[src/sps_pkg.sv]
// sps_pkg: constants, register map and pin carriers of the spi status and data buffer.
// assumes a 32-bit apb bus with word-aligned registers on a 25 MHz bus clock.
package sps_pkg;

  // register indices as printed; the byte address is four times the index
  localparam logic [7:0] IDX_CTRL = 8'h10;
  localparam logic [7:0] IDX_STAT = 8'h11;
  localparam logic [7:0] IDX_DATA = 8'h12;
  localparam int ADDR_W = 10;

  // control register fields (serial control)
  localparam int CTL_RX_IRQ_EN = 7;
  localparam int CTL_MASTER = 5;
  localparam int CTL_CPOL = 4;
  localparam int CTL_CPHA = 3;
  localparam int CTL_WIRED_OR = 2;
  localparam int CTL_ENABLE = 1;
  localparam int CTL_TX_IRQ_EN = 0;
  localparam logic [7:0] CTL_WMASK = 8'hBF;
  localparam logic [7:0] CTL_RESET = 8'h28;

  // serial_status_control fields
  localparam int STS_RX_FULL = 7;
  localparam int STS_ERR_IRQ_EN = 6;
  localparam int STS_OVERRUN = 5;
  localparam int STS_MODE_FAULT = 4;
  localparam int STS_TX_EMPTY = 3;
  localparam int STS_MF_ENABLE = 2;
  localparam int STS_RATE_HI = 1;
  localparam int STS_RATE_LO = 0;
  localparam logic [7:0] STS_RESET = 8'h08;

  // bus clock and transmit-empty recovery time
  localparam int CLK_PERIOD_NS = 40;
  localparam int TX_EMPTY_MAX_NS = 80;
  localparam int TX_EMPTY_MAX_CYC = TX_EMPTY_MAX_NS / CLK_PERIOD_NS;

  // rate divisors for rate_select_hi:rate_select_lo
  localparam int DIV_SEL0 = 2;
  localparam int DIV_SEL1 = 8;
  localparam int DIV_SEL2 = 32;
  localparam int DIV_SEL3 = 128;
  localparam int HALF_W = 6;
  localparam logic [3:0] LAST_EDGE = 4'hF;

  typedef enum logic [1:0] {
    SPS_IDLE = 2'b00,
    SPS_MRUN = 2'b01,
    SPS_SRUN = 2'b11
  } sps_state_t;

  typedef struct packed {
    logic sclk;
    logic mosi;
    logic miso;
    logic ss_n;
  } sps_pins_in_t;

  localparam sps_pins_in_t PINS_IDLE = 4'h1;

  typedef struct packed {
    logic sclk_o;
    logic sclk_oe;
    logic mosi_o;
    logic mosi_oe;
    logic miso_o;
    logic miso_oe;
  } sps_pins_out_t;

  typedef struct packed {
    logic rx_irq_enable;
    logic rsvd;
    logic master;
    logic cpol;
    logic cpha;
    logic wired_or;
    logic enable;
    logic tx_irq_enable;
  } sps_ctrl_t;

endpackage : sps_pkg

[src/sps_buffer.sv]
// sps_buffer: apb register slave, status flags, rate divider and byte shifter of an spi port.
// assumes pins arrive asynchronously and are resolved to wires by the surroundings.
// Operation
// - byte received sets rx_full, irq if enabled
// - data read clears rx_full; reset clears
// - error_irq_enable gates overrun and mode fault
// - overrun keeps old byte, drops new
// - overrun clears by status then data read
// - slave: select high mid-byte sets mode fault
// - master: select low sets mode fault
// - mode fault clears by status then data write
// - tx handoff to shifter sets tx_empty
// - enabled idle write reloads tx_empty within two cycles
// - busy slave holds tx byte until done
// - reset sets tx_empty
// - mode fault sets only when enabled
// - master without enable ignores select pin
// - slave: enable only suppresses mode fault
// - rate field picks divisor 2/8/32/128
// - serial clock is bus clock over divisor
// - writes fill tx buffer, reads rx buffer
`timescale 1ns/1ns
module sps_buffer
  import sps_pkg::*;
(
  input wire logic ref_clk,
  input wire logic nrst,
  input wire logic psel,
  input wire logic penable,
  input wire logic pwrite,
  input wire logic [ADDR_W-1:0] paddr,
  input wire logic [31:0] pwdata,
  output logic [31:0] prdata,
  output logic pready,
  output logic pslverr,
  input wire sps_pins_in_t pins_in,
  output sps_pins_out_t pins_out,
  output logic ss_is_spi_input,
  output logic irq
);

  function automatic logic [HALF_W-1:0] half_period(input logic [1:0] sel);
    int bd;
    case (sel)
      2'b00: bd = DIV_SEL0;
      2'b01: bd = DIV_SEL1;
      2'b10: bd = DIV_SEL2;
      default: bd = DIV_SEL3;
    endcase
    half_period = HALF_W'(bd / 2 - 1);
  endfunction : half_period

  function automatic logic od_enable(input logic drive, input logic wired, input logic bit_v);
    // wired-or pins only pull low and leave high to the pull-up
    od_enable = drive & (~wired | ~bit_v);
  endfunction : od_enable

  sps_ctrl_t ctrl;
  logic error_irq_enable;
  logic mode_fault_enable;
  logic rate_select_hi;
  logic rate_select_lo;
  logic rx_full_flag;
  logic overrun_flag;
  logic mode_fault_flag;
  logic tx_full;
  logic tx_empty_flag;
  logic overrun_seen;
  logic mode_fault_seen;
  logic [7:0] tx_buf;
  logic [7:0] rx_buf;

  sps_state_t state;
  logic [7:0] shift;
  logic [3:0] edge_cnt;
  logic [HALF_W-1:0] div_cnt;
  logic samp;
  logic sclk_r;
  logic byte_done;
  logic [7:0] rx_byte;
  logic [1:0] m_req;
  logic [2:0] m_fin;
  logic [7:0] m_rx;
  logic rx_done;
  logic [7:0] rx_word;
  sps_pins_in_t sync_a;
  sps_pins_in_t sync_b;
  logic sclk_d;
  logic ss_d;
  logic apb_acc;
  logic [7:0] idx;
  logic hit;
  logic wr_data;
  logic rd_data;
  logic rd_stat;
  logic wr_ctrl;
  logic wr_stat;
  logic [31:0] read_mux;
  logic tick;
  logic sclk_chg;
  logic ev;
  logic in_bit;
  logic tx_load;
  logic slave_start;
  logic mf_set;
  logic [7:0] status_byte;

  // apb decode; zero wait states, so pready follows the access phase
  assign apb_acc = psel & penable;
  assign idx = paddr[ADDR_W-1:2];
  assign hit = (idx == IDX_CTRL) | (idx == IDX_STAT) | (idx == IDX_DATA);
  assign pready = apb_acc;
  assign pslverr = apb_acc & ~hit;
  assign wr_ctrl = apb_acc & pwrite & (idx == IDX_CTRL);
  assign wr_stat = apb_acc & pwrite & (idx == IDX_STAT);
  assign wr_data = apb_acc & pwrite & (idx == IDX_DATA);
  assign rd_data = apb_acc & ~pwrite & (idx == IDX_DATA);
  assign rd_stat = apb_acc & ~pwrite & (idx == IDX_STAT);

  assign tx_empty_flag = ~tx_full;
  assign status_byte = {rx_full_flag, error_irq_enable, overrun_flag, mode_fault_flag,
                        tx_empty_flag, mode_fault_enable, rate_select_hi, rate_select_lo};

  always_comb begin
    case (idx)
      IDX_CTRL: read_mux = {24'h00_0000, ctrl};
      IDX_STAT: read_mux = {24'h00_0000, status_byte};
      IDX_DATA: read_mux = {24'h00_0000, rx_buf};
      default: read_mux = 32'h0000_0000;
    endcase
  end

  // read data is captured in the setup phase, so the access edge sees a steady word
  always_ff @(posedge ref_clk) begin
    if (!nrst) begin
      prdata <= 32'h0000_0000;
    end else if (psel && !penable && !pwrite) begin
      prdata <= read_mux;
    end
  end

  always_ff @(posedge ref_clk) begin
    if (!nrst) begin
      ctrl <= CTL_RESET;
    end else if (wr_ctrl) begin
      ctrl <= pwdata[7:0] & CTL_WMASK;
    end
  end

  always_ff @(posedge ref_clk) begin
    if (!nrst) begin
      error_irq_enable <= STS_RESET[STS_ERR_IRQ_EN];
      mode_fault_enable <= STS_RESET[STS_MF_ENABLE];
      rate_select_hi <= STS_RESET[STS_RATE_HI];
      rate_select_lo <= STS_RESET[STS_RATE_LO];
    end else if (wr_stat) begin
      error_irq_enable <= pwdata[STS_ERR_IRQ_EN];
      mode_fault_enable <= pwdata[STS_MF_ENABLE];
      rate_select_hi <= pwdata[STS_RATE_HI];
      rate_select_lo <= pwdata[STS_RATE_LO];
    end
  end

  // two-stage synchronisers on every pin input
  always_ff @(posedge ref_clk) begin
    if (!nrst) begin
      sync_a <= PINS_IDLE;
      sync_b <= PINS_IDLE;
      sclk_d <= 1'b0;
      ss_d <= 1'b1;
    end else begin
      sync_a <= pins_in;
      sync_b <= sync_a;
      sclk_d <= sync_b.sclk;
      ss_d <= sync_b.ss_n;
    end
  end

  // select pin is only the port's own input where it can raise a fault or frame a slave
  assign ss_is_spi_input = ctrl.enable & (~ctrl.master | mode_fault_enable);

  assign tick = (state == SPS_MRUN) && (div_cnt == half_period({rate_select_hi,
                                                                rate_select_lo}));
  assign sclk_chg = sync_b.sclk ^ sclk_d;
  assign ev = tick | ((state == SPS_SRUN) & sclk_chg & ~sync_b.ss_n);
  assign in_bit = ctrl.master ? sync_b.miso : sync_b.mosi;
  // an active slave keeps the buffered byte until its frame is over
  assign tx_load = (state == SPS_IDLE) & tx_full & ctrl.enable;
  assign slave_start = (state == SPS_IDLE) & ctrl.enable & ~ctrl.master & ~sync_b.ss_n &
                       (ctrl.cpha ? sclk_chg : ss_d);

  always_ff @(posedge ref_clk) begin
    if (!nrst) begin
      div_cnt <= '0;
    end else if (state != SPS_MRUN || tick) begin
      div_cnt <= '0;
    end else begin
      div_cnt <= div_cnt + 1'b1;
    end
  end
  // master reads miso two cycles late, after the synchroniser; far side holds it until then
  always_ff @(posedge ref_clk) begin
    if (!nrst) begin
      m_req <= 2'b00;
      m_fin <= 3'b000;
      m_rx <= 8'h00;
    end else begin
      m_req <= {m_req[0], tick & ctrl.enable & (edge_cnt[0] == ctrl.cpha)};
      m_fin <= {m_fin[1:0], tick & ctrl.enable & (edge_cnt == LAST_EDGE)};
      if (m_req[1]) begin
        m_rx <= {m_rx[6:0], sync_b.miso};
      end
    end
  end
  assign rx_done = byte_done | m_fin[2];
  assign rx_word = ctrl.master ? m_rx : rx_byte;
  // shared byte engine: edges come from the divider as master, from the pin as slave
  always_ff @(posedge ref_clk) begin
    if (!nrst) begin
      state <= SPS_IDLE;
      shift <= 8'h00;
      edge_cnt <= 4'h0;
      samp <= 1'b0;
      sclk_r <= 1'b0;
      byte_done <= 1'b0;
      rx_byte <= 8'h00;
    end else begin
      byte_done <= 1'b0;
      case (state)
        SPS_IDLE: begin
          sclk_r <= ctrl.cpol;
          edge_cnt <= 4'h0;
          if (tx_load) begin
            shift <= tx_buf;
          end
          if (ctrl.enable && ctrl.master && tx_load) begin
            state <= SPS_MRUN;
          end else if (slave_start) begin
            state <= SPS_SRUN;
            edge_cnt <= ctrl.cpha ? 4'h1 : 4'h0;
          end
        end
        SPS_MRUN, SPS_SRUN: begin
          if (!ctrl.enable || (state == SPS_SRUN && sync_b.ss_n)) begin
            state <= SPS_IDLE;
          end else if (ev) begin
            if (state == SPS_MRUN) begin
              sclk_r <= ~sclk_r;
            end
            edge_cnt <= edge_cnt + 1'b1;
            if (edge_cnt == LAST_EDGE) begin
              byte_done <= (state == SPS_SRUN);
              rx_byte <= {shift[6:0], ctrl.cpha ? in_bit : samp};
              state <= SPS_IDLE;
            end else if (edge_cnt[0] == ctrl.cpha) begin
              samp <= in_bit;
            end else if (edge_cnt != 4'h0) begin
              shift <= {shift[6:0], samp};
            end
          end
        end
        default: state <= SPS_IDLE;
      endcase
    end
  end

  always_comb begin
    pins_out.sclk_o = sclk_r;
    pins_out.sclk_oe = od_enable(ctrl.enable & ctrl.master, ctrl.wired_or, sclk_r);
    pins_out.mosi_o = shift[7];
    pins_out.mosi_oe = od_enable(ctrl.enable & ctrl.master, ctrl.wired_or, shift[7]);
    pins_out.miso_o = shift[7];
    pins_out.miso_oe = od_enable(ctrl.enable & ~ctrl.master & ~sync_b.ss_n, ctrl.wired_or,
                                 shift[7]);
  end

  always_ff @(posedge ref_clk) begin
    if (!nrst) begin
      tx_full <= 1'b0;
      tx_buf <= 8'h00;
    end else begin
      tx_full <= wr_data | (tx_full & ~tx_load);
      if (wr_data) begin
        tx_buf <= pwdata[7:0];
      end
    end
  end
  // receive side: a data read clears rx_full even when a byte lands in the same cycle; overrun's set beats its clear
  always_ff @(posedge ref_clk) begin
    if (!nrst) begin
      rx_full_flag <= 1'b0;
      rx_buf <= 8'h00;
    end else begin
      rx_full_flag <= (rx_done & ~rx_full_flag) | (rx_full_flag & ~rd_data);
      if (rx_done && !rx_full_flag) begin
        rx_buf <= rx_word;
      end
    end
  end
  always_ff @(posedge ref_clk) begin
    if (!nrst) begin
      overrun_flag <= 1'b0;
      overrun_seen <= 1'b0;
    end else begin
      overrun_flag <= (rx_done & rx_full_flag) |
                      (overrun_flag & ~(rd_data & overrun_seen));
      if (rd_stat) begin
        overrun_seen <= overrun_flag;
      end else if (rd_data) begin
        overrun_seen <= 1'b0;
      end
    end
  end

  assign mf_set = mode_fault_enable & ctrl.enable &
                  (ctrl.master ? ~sync_b.ss_n : ((state == SPS_SRUN) & sync_b.ss_n));

  always_ff @(posedge ref_clk) begin
    if (!nrst) begin
      mode_fault_flag <= 1'b0;
      mode_fault_seen <= 1'b0;
    end else begin
      mode_fault_flag <= mf_set | (mode_fault_flag & ~(wr_data & mode_fault_seen));
      if (rd_stat) begin
        mode_fault_seen <= mode_fault_flag;
      end else if (wr_data) begin
        mode_fault_seen <= 1'b0;
      end
    end
  end

  assign irq = (rx_full_flag & ctrl.rx_irq_enable) | (tx_empty_flag & ctrl.tx_irq_enable) |
               (error_irq_enable & (overrun_flag | mode_fault_flag));
endmodule : sps_buffer

[config.mk]
export PLATFORM = sky130hd
export DESIGN_NAME = sps_buffer
export DESIGN_NICKNAME = d
export VERILOG_FILES = /design/src/sps_pkg.sv /design/src/sps_buffer.sv
export SDC_FILE = /design/constraint.sdc
export NUM_CORES = 1
export LEC_CHECK = 0
export ABC_AREA = 0
export BUFFER_PORTS_ARGS = -buffer_cell sky130_fd_sc_hd__clkbuf_2
export CELL_PAD_IN_SITES_DETAIL_PLACEMENT = 0
export CELL_PAD_IN_SITES_GLOBAL_PLACEMENT = 1
export CORE_MARGIN = 5
export CORE_UTILIZATION = 44
export CTS_BUF_LIST = sky130_fd_sc_hd__clkbuf_16
export DETAILED_ROUTE_END_ITERATION = 10
export GPL_TIMING_DRIVEN = 0
export PLACE_DENSITY = 0.9
export SYNTH_ARGS = -nofsm -noshare
export SYNTH_HDL_FRONTEND = slang
export SYNTH_SLANG_ARGS = --single-unit
[constraint.sdc]
create_clock -name ref_clk -period 6.07 [get_ports ref_clk]
set_input_delay 0.607 -clock ref_clk [delete_from_list [all_inputs] [get_ports ref_clk]]
set_output_delay 0.607 -clock ref_clk [all_outputs]
set_load 0.005 [all_outputs]
Word level (Yosys, flattened, before mapping):

Cells that the tools add are included.

* word-level logic and storage cells: 203
* output and inout bits: 42
* register bits: 119
* bits of input ports: 51

* equal/unequal tests: 21
* multiplexer cells: 34
* reduce and logical (&&, ||, !) cells: 28
* bitwise operators: 75
* add/subtract/negate cells: 4

Operators by type and width (count)
* $mux W8: 7
* $and A1 B1 Y1: 41
* $eq A8 B5 Y1 const B: 3
* $pmux W8 S3: 1
* $not A1 Y1: 18
* $pmux W6 S3: 1
* $pmux W8 S2: 1
* $mux W1: 14
* $ne A2 B2 Y1 const B: 7
* $or A1 B1 Y1: 14
* $mux W2: 5
* $mux W4: 2
* $pmux W4 S2: 1
* $reduce_and A4 Y1: 2
* $logic_and A1 B1 Y1: 7
* $reduce_and A7 Y1: 1
* $add A6 B1 Y6: 1
* $add A6 B1 Y6 const B: 1
* $eq A6 B6 Y1: 1
* $ne A3 B3 Y1 const B: 2
* $reduce_and A3 Y1: 2
* $reduce_bool A2 Y1: 3
* $sub A6 B2 Y6 const B: 1
* $reduce_and A5 Y1: 1
* 17 further kinds: 25

Logic depth before layout (Yosys ltp):

* depth after elaboration: 11
* depth in mapped cells: 8
* mapped depth without buffers: 7

Worst setup path before layout:

OpenSTA, ideal clock, no wires.

* path type: register to register
* from: register rate_select_hi
* to: register edge_cnt[3]
* slack: 3.746 ns
* data required time: 6.006 ns
* path buffers: 0
* clock period less this slack: 2.324 ns
* library setup time: 0.064 ns
* stages on the path, launching flop included: 8
* data arrival time: 2.261 ns
* path through: dfxtp_1 or2_2 ha_1 xnor2_1 nor2_1 o211a_2 or4b_2 nand3_1

* cells in the longest elaborated chain, start to end: 9
* elaborated cells on any way between the ends: 11
* those cells by class: add/sub: 2; eq/ne: 4; mux: 1; bitwise: 1; reduce/logical: 3

Ends and longest elaborated chain
* start: declaration: line sps_buffer.sv:61 `logic rate_select_hi;`
* start signal: assignment: line sps_buffer.sv:154 `rate_select_hi <= STS_RESET[STS_RATE_HI];`
* start signal: assignment: line sps_buffer.sv:159 `rate_select_hi <= pwdata[STS_RATE_HI];`
* $eq A2 B2 Y1 (tied with other cells): line sps_buffer.sv:44 `case (sel)`
* $pmux W6 S3 *: line sps_buffer.sv:44
* $add A6 B1 Y6 (no source line) *
* $sub A6 B2 Y6 *: line sps_buffer.sv:50 `half_period = HALF_W'(bd / 2 - 1);`
* $eq A6 B6 Y1 *: line sps_buffer.sv:182 `assign tick = (state == SPS_MRUN) && (div_cnt == half_period({rate_select_hi,`
* $logic_and A1 B1 Y1 *: line sps_buffer.sv:182
* $or A1 B1 Y1 *: line sps_buffer.sv:185 `assign ev = tick | ((state == SPS_SRUN) & sclk_chg & ~sync_b.ss_n);`
* $ne A2 B2 Y1 (no source line) *
* $reduce_and A3 Y1 (no source line) *
* end signal: assignment: line sps_buffer.sv:240 `edge_cnt <= ctrl.cpha ? 4'h1 : 4'h0;`
* end signal: assignment: line sps_buffer.sv:250 `edge_cnt <= edge_cnt + 1'b1;`
* end: declaration: line sps_buffer.sv:75 `logic [3:0] edge_cnt;`

Mark *: on every way between the ends. The rest lies on a longest branch, timed or not.
A chain may end at the register's enable or synchronous reset.

==> key figures <==
CTS
  – H-tree depth: 3
  – Num CTS Buffers: 9
  – CTS Sinks: between 90 and 100
  – CTS Buffer Depth: 2
  – Clock latency on the worst-skew pair: between 300 and 400 ps
  – Clk slew on worst S/H paths: roughly 70 ps
  – Post-CTS setup buffer count: 0
  – Post-CTS sizing: 0
  – TritonCTS clock tree: built
  – Root buffer cell: clkbuf_16
  – Hold-fix buffers, CTS: 0

Worst setup path
  – Crit path launch type: flip-flop
  – Crit-path most repeated cell: clkbuf_1
  – Worst path slowest cell: clkbuf_1
  – Number of cells on the critical path: 5
  – CP Max Fanout: 10
  – CP bufs+invs: 3
  – WS Path Type: reg -> out
  – CP delay by family, top: buffers and inverters
  – Worst path max stage delay: about 540 ps
  – Crit path DAT: 2120 ps
  – Critical Path RT: roughly 5500 ps
  – R2R cell count: 7
  – Origin of the critical flop-to-flop path: rate_select_hi
  – Worst setup path start: ctrl[5]
  – Worst path cell trace: clkbuf_1 > clkbuf_1 > nand2_1 > a21oi_1 > clkbuf_2
  – Worst setup EP type: output pin

Drt
  – Drt initial violations: roughly 290
  – Post-DRT Antenna Nets: 0
  – Via density: 5.40
  – Drc violations: 0
  – Wirelength per Cell: between 15 and 20 um
  – Via Count: slightly below 4,000
  – DRT Pass-1 Iters: 5
  – WL final: about 11,000 um

Logic synthesis
  – Synth top cells by count: dfxtp_1, nor2_1, mux2i_1, nand2_1, buf_4
  – Most used DFF post-synth: dfxtp_1
  – Synth top area cells: dfxtp_1, mux2i_1, nor2_1, buf_4, nand2_1
  – Yosys cell types: between 50 and 60
  – Flop and latch count out of synthesis: 95
  – Post-synthesis sequential area ratio: between 40% and 50%
  – Post-synth EDFFs: 0
  – YS warnings: 0
  – Synth Area per Inst: a little under 9 um^2
  – Yosys top cell area share: 42.2%
  – Mapped cell area: between 0.004 and 0.005 mm^2
  – Most instantiated library cell after synthesis: dfxtp_1
  – Largest area contributor in the netlist: dfxtp_1
  – Ys async rst share: 0%
  – Synth Instances: 512

Placement
  – Number of buffers added on ports: between 40 and 50
  – Detailed placement HPWL: roughly 8500 um
  – Global placer's final weighted congestion: approximately 0.9
  – DP Area: slightly below 0.005 mm^2

STA
  – Clock Skews: roughly 8.6 ps
  – Post-layout min period: between 2000 and 3000 ps
  – Max-slew violation count: 0
  – Max Fclk: roughly 370 MHz
  – Setup TNS: 0 ps
  – Actual slew at the worst max-slew pin: 943 ps
  – Slew margin rel.: between 30% and 40%
  – Tcrit/Tclk final: 45.0%
  – Unrepaired setup endpoints after global routing: no
  – Final hold vios: 0
  – Final setup fails: 0

Finish
  – Final instance area: ~0.0053 mm^2
  – Final Net Count: 642
  – P&R area growth vs syn: 17.2%
  – Core Util, Final: between 50 and 60%
  – Layout cells sized above 1: around 16%
  – # diodes: 0

Floorplanning
  – Core Region: around 0.010 mm^2
  – Chip Width: 111 um
  – Die area: around 0.012 mm^2
  – Die H: between 100 and 150 um
  – # IOs: between 90 and 100
  – Row cnt: 37
  – Initial Util: between 40 and 50%

GRT
  – First-pass GRT wire length: around 19,000 um
  – Overflow left after global routing: 0
  – GRT Util Overall: a little under a fifth
  – Vias in the first global route: 3,734
  – Largest net degree at the start of global routing: 16
  – Antenna violations before repair: 0

Min path
  – Hold depth: 1
  – Type of the tightest min-delay check: reg -> reg
  – Hold path start: sync_a[0]

Power
  – PD cells: roughly 240 mW/mm^2
  – Leakage power: ~2.0 nW
  – Max IR drop VDD: approximately 0.14 mV
  – Overall Power: around 1.3 mW

Run status
  – Outcome: finished, final reports clean

Flow run
  – Max_cap viols: 0
## path summary, 6_finish.rpt
| kind | to | slack (ps) |
|---|---|---|
| min | sync_b[0] | 410 |
| min reg2reg | sync_b[0] | 410 |
| max | pins_out[4] | 3340 |
| max reg2reg | edge_cnt[3] | 3540 |
## where the power goes
part           switching, mW  internal, mW  total, mW
combinational         0.0332        0.0230     0.0562
clock                  0.241         0.358      0.598
sequential          0.000835         0.626      0.627
total                  0.275          1.01       1.28
## layout by cell type, fill, tap and decap left out, types with 4 or more instances in the layout
cell type | synthesis | final
a21oi_1 | 22 | 22
nand2b_1 | 14 | 14
o311ai_0 | 7 | 7
nand3_1 | 14 | 14
clkbuf_1 | 26 | 26
dfxtp_1 | 95 | 95
nor2_1 | 61 | 61
nor3_1 | 12 | 12
and2_1 | 10 | 10
nand4_1 | 11 | 11
inv_1 | 12 | 13
o211ai_1 | 9 | 9
clkbuf_2 | 0 | 41
o21ai_0 | 15 | 15
a22oi_1 | 10 | 10
buf_4 | 27 | 27
clkbuf_16 | 0 | 9
mux2i_1 | 47 | 47
ha_1 | 4 | 4
conb_1 | 1 | 24
a31oi_1 | 9 | 9
nand2_1 | 36 | 36
a211oi_1 | 9 | 9
xor2_1 | 5 | 5
## through the flow
stage / setup slack [ps] / hold WS (ps) / std cells
final: 3340 / 408 / 728
after global routing: 3160 / 424 / 728
after CTS: 3350 / 408 / 728
after detailed placement: 3560 / 393 / 712
after global placement: 3590 / 389 / 712
after floorplan: 3750 / 386 / 535
## per-layer routing
layer | part of all wire, % | wire length [um] | GRT usage [%]
met5 | 0 | 0 | 0
met3 | 7.5 | 862 | 3.66
met1 | 45 | 5170 | 25.4
met2 | 44 | 5070 | 28.7
met4 | 3.1 | 356 | 8.92
## final cells by class
type,instances,area [um^2]
plain buffers,58,322
clock buffers,9,225
clock inverters,7,88.8
fillers,940,4850
inverters,13,48.8
multi-input cells,369,2320
flip-flops and latches,95,1900
well taps,136,170
repair buffers,41,205
## registers in the layout (all words and copies together) (netlist names), 2 cells and up
| name | cells |
|---|---|
| m_rx | 8 |
| prdata | 8 |
| rx_buf | 8 |
| rx_byte | 8 |
| shift | 8 |
| tx_buf | 8 |
| ctrl | 7 |
| div_cnt | 6 |
| edge_cnt | 4 |
| sync_a | 4 |
| sync_b | 4 |
| m_fin | 3 |
| m_req | 2 |
| state | 2 |
## cells by family after synthesis
logic type,Yosys count,synth area share [%]
compound gates,102,16.0
xor+xnor,8,1.55
fa+ha+maj,4,1.11
buf+inv,71,8.21
flops,95,42.2
mux,47,10.4
other cells,1,0.0831
simple gates,184,20.5
(Power assumes the default switching activity.)
